`src/hw/upw_pkg.sv`:
```
package upw_pkg;

  // Pin-usage field encodings
  localparam logic [1:0] UPW_USE_TXRX    = 2'h0;
  localparam logic [1:0] UPW_USE_RTS     = 2'h1;
  localparam logic [1:0] UPW_USE_RTS_CTS = 2'h2;
  localparam logic [1:0] UPW_USE_BCLK    = 2'h3;

  // Reset values
  localparam logic       UPW_WAKE_RST    = 1'h0;
  localparam logic       UPW_IRQ_RST     = 1'h0;

  // Control bits, driven by the register file outside this block
  typedef struct packed {
    logic       module_enable;
    logic       transmit_enable_bit;
    logic       receive_enable_bit;
    logic [1:0] pin_usage_field;
    logic       stop_in_idle_bit;
    logic       loopback_enable_bit;
    logic       receive_irq_enable;
  } upw_ctrl_t;

  // Signals from the core UART engine
  typedef struct packed {
    logic tx_data;
    logic rts_level;
    logic baud16;
    logic rx_irq_req;
  } upw_core_t;

  // Pin drive: value and output enable per pin
  typedef struct packed {
    logic tx_o;
    logic tx_oe;
    logic rts_bclk_o;
    logic rts_bclk_oe;
  } upw_pins_t;

endpackage : upw_pkg

```
`src/hw/upw_pin_power_wake.sv`:
```
// What this block does
// - With enable, transmit and receive enabled, take pins per pin-usage field.
// - Owned pins: serial out is an output, serial in an input.
// - Flow control: clear-to-send is input, shared pin drives request-to-send.
// - Baud-clock selection drives shared pin with sixteen-times baud clock.
// - Sleep entry stops UART, aborts transmit, drives serial out high.
// - Sleep entry aborts any reception in progress.
// - During sleep request-to-send and baud-clock pins are driven low.
// - Wake set and receive irq enabled: falling receive edge raises receive irq.
// - Wake-up interrupt only while module enable is set.
// - Idle with stop-in-idle acts as sleep; otherwise runs normally.
// - While wake set, suppress reception and hold UART engine idle.
// - Wake event is a high-to-low receive edge, watched in every mode except loopback.
// - Receive irq flag set synchronously to i_clk in every mode, sleep included.
// - Wake bit clears itself on next rising receive edge after wake.
// - Wake event sets receive irq flag regardless of irq select field.
// - Wake edge detection samples the synchronised pin and needs i_clk running.
// - Device or power-on reset returns registers to reset values.
// - Watchdog reset holds wake bit and receive irq flag; pin and core control registers keep updating.
// - Request-to-send driven as output when pin-usage is 01 or 10.
// - Pin-usage 11 and enabled: output sixteen-times baud clock.
module upw_pin_power_wake
  import upw_pkg::*;
(
  // Clock and resets
  input  wire logic            i_clk,
  input  wire logic            i_rst,
  input  wire logic            i_wdt_rst,
  // Power state
  input  wire logic            i_sleep,
  input  wire logic            i_idle,
  // Configuration and software access
  input  wire upw_pkg::upw_ctrl_t i_ctrl,
  input  wire logic            i_wake_set,
  input  wire logic            i_wake_clr,
  input  wire logic            i_irq_clr,
  // Core engine
  input  wire upw_pkg::upw_core_t i_core,
  // Pins
  input  wire logic            i_serial_in_pin,
  input  wire logic            i_clear_to_send_pin,
  // Outputs
  output logic                 o_serial_out_pin,
  output logic                 o_serial_out_oe,
  output logic                 o_rts_bclk_pin,
  output logic                 o_rts_bclk_oe,
  output logic                 o_cts,
  output logic                 o_rx_data,
  output logic                 o_core_run,
  output logic                 o_core_abort,
  output logic                 o_port_override,
  output logic                 o_wake_bit,
  output logic                 o_receive_irq_flag
);
  import upw_pkg::*;

  ////////////////////////////////////////////////////////////////////////////
  // Input synchronisers
  logic rx_s1;
  logic rx_s2;
  logic rx_d;
  logic cts_s1;
  logic cts_s2;

  always_ff @(posedge i_clk) begin
    rx_s1  <= i_serial_in_pin;
    rx_s2  <= rx_s1;
    rx_d   <= rx_s2;
    cts_s1 <= i_clear_to_send_pin;
    cts_s2 <= cts_s1;
  end

  ////////////////////////////////////////////////////////////////////////////
  // Decode
  wire owned     = i_ctrl.module_enable & i_ctrl.transmit_enable_bit
                   & i_ctrl.receive_enable_bit;
  wire halted    = i_sleep | (i_idle & i_ctrl.stop_in_idle_bit);
  wire use_rts   = (i_ctrl.pin_usage_field == UPW_USE_RTS) |
                   (i_ctrl.pin_usage_field == UPW_USE_RTS_CTS);
  wire use_cts   = i_ctrl.pin_usage_field == UPW_USE_RTS_CTS;
  wire use_bclk  = i_ctrl.pin_usage_field == UPW_USE_BCLK;
  // Edge seen from synced pin; assumes the clock keeps running in sleep
  wire fall_rx   = rx_d & ~rx_s2;
  wire rise_rx   = ~rx_d & rx_s2;
  logic wake_seen;

  // Wake event: edge seen while wake armed and module on
  wire wake_evt  = o_wake_bit & ~wake_seen & fall_rx & i_ctrl.module_enable
                   & ~i_ctrl.loopback_enable_bit;
  wire irq_set   = wake_evt ? i_ctrl.receive_irq_enable
                 : (i_core.rx_irq_req & ~halted & ~o_wake_bit);

  // Pin drive selection
  wire next_tx    = halted ? 1'b1 : i_core.tx_data;
  wire shared_val = halted ? 1'b0
                  : use_bclk ? i_core.baud16
                  : i_core.rts_level;
  wire shared_oe  = owned & (use_rts | (use_bclk & i_ctrl.module_enable));

  ////////////////////////////////////////////////////////////////////////////
  // Wake and flag state; watchdog reset keeps registers
  always_ff @(posedge i_clk) begin
    if (i_rst) begin
      o_wake_bit         <= UPW_WAKE_RST;
      wake_seen          <= 1'b0;
      o_receive_irq_flag <= UPW_IRQ_RST;
    end else if (!i_wdt_rst) begin
      if (wake_evt) begin
        wake_seen <= 1'b1;
      end else if (wake_seen && rise_rx) begin
        wake_seen <= 1'b0;
      end
      if (i_wake_set) begin
        o_wake_bit <= 1'b1;
      end else if ((wake_seen && rise_rx) || i_wake_clr) begin
        o_wake_bit <= 1'b0;
      end
      // Set wins over software clear
      if (irq_set) begin
        o_receive_irq_flag <= 1'b1;
      end else if (i_irq_clr) begin
        o_receive_irq_flag <= 1'b0;
      end
    end
  end

  ////////////////////////////////////////////////////////////////////////////
  // Pin and core control registers
  always_ff @(posedge i_clk) begin
    if (i_rst) begin
      o_serial_out_pin <= 1'b1;
      o_serial_out_oe  <= 1'b0;
      o_rts_bclk_pin   <= 1'b0;
      o_rts_bclk_oe    <= 1'b0;
      o_cts            <= 1'b0;
      o_rx_data        <= 1'b1;
      o_core_run       <= 1'b0;
      o_core_abort     <= 1'b0;
      o_port_override  <= 1'b0;
    end else begin
      o_port_override  <= owned;
      o_serial_out_oe  <= owned;
      o_serial_out_pin <= next_tx;
      o_rts_bclk_oe    <= shared_oe;
      o_rts_bclk_pin   <= shared_val;
      o_cts            <= use_cts ? cts_s2 : 1'b0;
      o_rx_data        <= o_wake_bit ? 1'b1 : rx_s2;
      o_core_run       <= owned & ~halted & ~o_wake_bit;
      o_core_abort     <= halted;
    end
  end

endmodule : upw_pin_power_wake

```
`config.mk`:
```
export PLATFORM = sky130hd
export DESIGN_NAME = upw_pin_power_wake
export DESIGN_NICKNAME = d
export VERILOG_FILES = /design/src/hw/upw_pkg.sv /design/src/hw/upw_pin_power_wake.sv
export SDC_FILE = /design/constraint.sdc
export NUM_CORES = 1
export LEC_CHECK = 0
export BUFFER_PORTS_ARGS = -buffer_cell sky130_fd_sc_hd__buf_2
export CAP_MARGIN = 0
export CORE_MARGIN = 2
export CORE_UTILIZATION = 39
export CTS_CLUSTER_DIAMETER = 80
export DETAILED_ROUTE_END_ITERATION = 8
export GPL_TIMING_DRIVEN = 0
export HOLD_SLACK_MARGIN = 0.06
export MAX_ROUTING_LAYER = met4
export PLACE_DENSITY = 0.75
export SKIP_LAST_GASP = 1
export SYNTH_ARGS = -nofsm -noshare
export SYNTH_HDL_FRONTEND = slang
export SYNTH_SLANG_ARGS = --single-unit
```
`constraint.sdc`:
```
create_clock -name i_clk -period 1.1 [get_ports i_clk]
set_input_delay 0.11 -clock i_clk [delete_from_list [all_inputs] [get_ports i_clk]]
set_output_delay 0.11 -clock i_clk [all_outputs]
set_load 0.02 [all_outputs]
```
### Word level (Yosys, flattened, before mapping)

Index checks and enable logic that the tools add are counted.

* equality and inequality tests: 3
* multiplexer cells: 8
* bitwise logic cells: 26
* reduce and logical (&&, ||, !) cells: 11

Operator list (count)
* 1-bit bitwise AND: 15
* 1-bit 2-to-1 mux: 8
* 1-bit NOT: 8
* 2-bit AND reduction: 3
* 2-bit nonzero test: 3
* 2-bit OR reduction: 3
* 2-bit == test, second input constant: 2
* 1-bit OR: 3
* 2-bit by 1-bit == test with 1-bit output, second input constant: 1
* 1-bit logical AND: 1
* 1-bit logical OR: 1

* register bits after elaboration: 16
* input bits: 22
* output and inout port bits: 11
* word-level logic and storage cells: 64

### Logic depth before layout (Yosys ltp)

* depth in word-level cells: 8
* depth in mapped cells: 4
* depth with buffers taken out: 4

### Least setup slack after synthesis

No wires, ideal clock.

* path type: reg-to-reg
* start: reg o_wake_bit
* end: reg o_receive_irq_flag
* library setup time: 0.074 ns
* data arrival time: 0.879 ns
* data required time: 1.026 ns
* path slack: 0.147 ns
* cell stages (with the launch flop): 4
* path buffers: 0
* period minus slack after synthesis: 0.953 ns
* cell sequence: dfxtp_1 > nor2b_1 > nand4_1 > a31oi_1

* longest elaborated chain between the ends: 7
* elaborated cells between the ends (all ways): 10
* those cells by class: mux (2); bitwise (6); reduce/logical (2)

Ends and longest elaborated chain
* from (decl): line upw_pin_power_wake.sv:52 `output logic o_wake_bit,`
* from (signal assigned): line upw_pin_power_wake.sv:104 `o_wake_bit <= UPW_WAKE_RST;`
* from (signal assigned): line upw_pin_power_wake.sv:114 `o_wake_bit <= 1'b1;`
* from (signal assigned): line upw_pin_power_wake.sv:116 `o_wake_bit <= 1'b0;`
* 1-bit bitwise AND (3 in a row): line upw_pin_power_wake.sv:88 `wire wake_evt = o_wake_bit & ~wake_seen & fall_rx & i_ctrl.module_enable`
* 1-bit bitwise AND: line upw_pin_power_wake.sv:89 `& ~i_ctrl.loopback_enable_bit;`
* 1-bit 2-to-1 mux *: line upw_pin_power_wake.sv:90 `wire irq_set = wake_evt ? i_ctrl.receive_irq_enable`
* 2-bit nonzero test (no line)
* 2-bit AND reduction (no line)
* to (signal assigned): line upw_pin_power_wake.sv:106 `o_receive_irq_flag <= UPW_IRQ_RST;`
* to (signal assigned): line upw_pin_power_wake.sv:120 `o_receive_irq_flag <= 1'b1;`
* to (signal assigned): line upw_pin_power_wake.sv:122 `o_receive_irq_flag <= 1'b0;`
* to (decl): line upw_pin_power_wake.sv:53 `output logic o_receive_irq_flag`

Mark *: on every way between the ends. The rest lies on a longest branch, timed or not.
A chain may end at the register's enable or synchronous reset.

### Final worst setup path

* start: reg o_wake_bit
* end: out o_wake_bit

No word-level cell between the ends.

==> metrics <==
status completed; initial DRC count 5; Core Footprint 1300 um^2; Worst-Margin Slew 0.229 ns; clk_skew 0.00130 ns; Setup crit start kind register; routability cong. 0.781; area of the mapped netlist 547 um^2; Slew Viols, Final 0; global-route wire length before repair 1800 um; Synth top area share 58.6%; power density over cell area 1320 nW/um^2; Worst EP arrival 0.89 ns; Yosys warnings 0; clk sinks 16; sequential fraction of the synthesis area 58.6%; Tmin final 0.997 ns; die area 1720 um^2; worst vdd ir 0.000702 V; final core occ 60.2%; PnR Total Power 0.00104 W; I/O Buffers 31; Clock Pin Slew Worst Setup and Hold Paths 0.09 ns; Leak 0.395 nW; top cell type by total area after synthesis dfxtp_1; Netlist cell types 22; initial antenna violation count 0; later-pin clock latency in the skew report 0.27 ns; CP max FO 6; pin count of the biggest net entering global routing 10; Total GRT Usage 13.8%; nets 115; MaxCap Viol Count 0; Critical-path top delay cell dfxtp_1; WP buf/inv 1; dpl cells 97; post-DR vias/cell 4.75; First-pass DRT Iterations 4; Max-Slew Margin vs Limit 84.7%; post-route cell area 783 um^2; P&R area growth vs syn 43.2%; Fmax 1000 MHz; total CTS buffers 3; Final HPWL DP 867 um; required time of the critical path 0.99 ns; unrepaired setup endpoints after global routing no; Synth Instances 51; Ports 33; DRC viols 0; CTS Buffer Depth 2; Initial Util 42.0%; Post-DP Area 721 um^2; row count 13; # diodes 0; die height 41.4 um; layout cells sized above 1 41.6%; syn_area_per_cell 10.7 um^2; final wirelength 1090 um; final-report hold violation count 0; GRT overflow 0; Max stage delay on crit path 0.42 ns; Final Non-Filler Cells 104; vias in the first global route 431; critical-path cell list buf_2; CP endpoint kind output port; H-tree Lvls 1; ranking of synthesized cells by area dfxtp_1 59%, ha_1 4.6%, nor4b_4 4.3%; syn nets 75; synthesized flop and latch total 16; WS Path Type register to output port; postcts setup bufs 0; delay-heaviest family, CP flip-flops; WL/cell 10.5 um; CTS tree done; Min-Delay Path Class input port to register; final setup fails 0; vias 494; Die Wd 41.4 um; fin crit share 90.6%; clk root buf clkbuf_4; setup tns final 0 ns; DRT antenna net count 0
-- what timing repair did --
action / in CTS / in global routing
hold buffers: 4 / 0
endpoints found under the hold margin: 4 / 0
resized for setup: 0 / 0
-- path summary, 6_finish.rpt --
check                             to       start  slack [ns]  cells after the start
setup / recovery          o_wake_bit  o_wake_bit        0.10                      1
hold / removal          o_core_abort     i_sleep        0.07                      3
setup reg to reg  o_receive_irq_flag       rx_s2        0.15                      3
hold reg to reg               cts_s2      cts_s1        0.33                      0
-- kinds of logic after synthesis --
family                   after synthesis  synth area share (%)
adder cells (fa/ha/maj)                2                  4.58
flip-flops                            16                  58.6
AND/OR/NAND/NOR                       19                  22.2
AO/OA/AOI/OAI                          7                  7.78
multiplexers                           1                  1.83
buffers and inverters                  6                  5.03
-- layout by cell type, fill, tap and decap left out, types with 2 or more instances in the layout --
cell type	instances
dfxtp_1	16
or3_1	2
nand3_1	2
dlygate4sd3_1	4
nand2_1	3
ha_1	2
clkbuf_4	3
inv_1	4
nor3_1	2
a21oi_1	3
buf_2	32
nor2_1	4
-- registers in the layout, indices dropped and copies added (netlist names) --
register            count
o_rts_bclk_oe           1
cts_s2                  1
rx_s2                   1
o_core_run              1
o_receive_irq_flag      1
o_rx_data               1
cts_s1                  1
rx_s1                   1
o_cts                   1
o_core_abort            1
o_serial_out_pin        1
rx_d                    1
wake_seen               1
o_port_override         1
o_rts_bclk_pin          1
o_wake_bit              1
-- Yosys cell counts --
| master | instances |
|---|---|
| nand2b_1 | 1 |
| nor3_1 | 2 |
| a21oi_1 | 3 |
| inv_1 | 4 |
| dfxtp_1 | 16 |
| nor2_1 | 4 |
| nand3_1 | 2 |
| a31oi_1 | 1 |
| nand2_1 | 3 |
| ha_1 | 2 |
| nor4b_4 | 1 |
| a21o_1 | 1 |
| nand4b_1 | 1 |
| o21ai_0 | 1 |
| nand4_1 | 1 |
| or3_1 | 2 |
| nand4bb_1 | 1 |
| mux2i_1 | 1 |
| buf_2 | 1 |
| a32oi_1 | 1 |
| nor2b_1 | 1 |
| buf_4 | 1 |
-- metrics by stage --
stage               worst slack, ns  hold WS, ns
global route                 0.0651        0.110
finish                        0.103       0.0722
detailed placement            0.169        0.214
floorplan                     0.147        0.138
global placement              0.197        0.213
CTS                           0.106       0.0746
-- per-layer routing --
metal	part of all wire [%]	vias to the layer above	routed length (um)	track usage, %
met5	0	-	0	-
met4	0.92	0	10	7.74
met3	8.1	2	88	3.04
met2	51	21	550	21.9
met1	40	221	439	16.0
li1	-	250	-	-
-- power breakdown --
part	switching (W)	total, W	internal, W
Sequential	0.0000115	0.000615	0.000603
Combinational	0.0000643	0.000133	0.0000684
Clock	0.000163	0.000289	0.000127
-- final cells by class --
type / instances / area (um^2)
plain buffers: 2 / 12.5
clock buffers: 3 / 22.5
fillers: 120 / 518
inverters: 4 / 15.0
multi-input cells: 29 / 199
flip-flops and latches: 16 / 320
well taps: 15 / 18.8
repair buffers: 35 / 195
(Power assumes the default switching activity.)
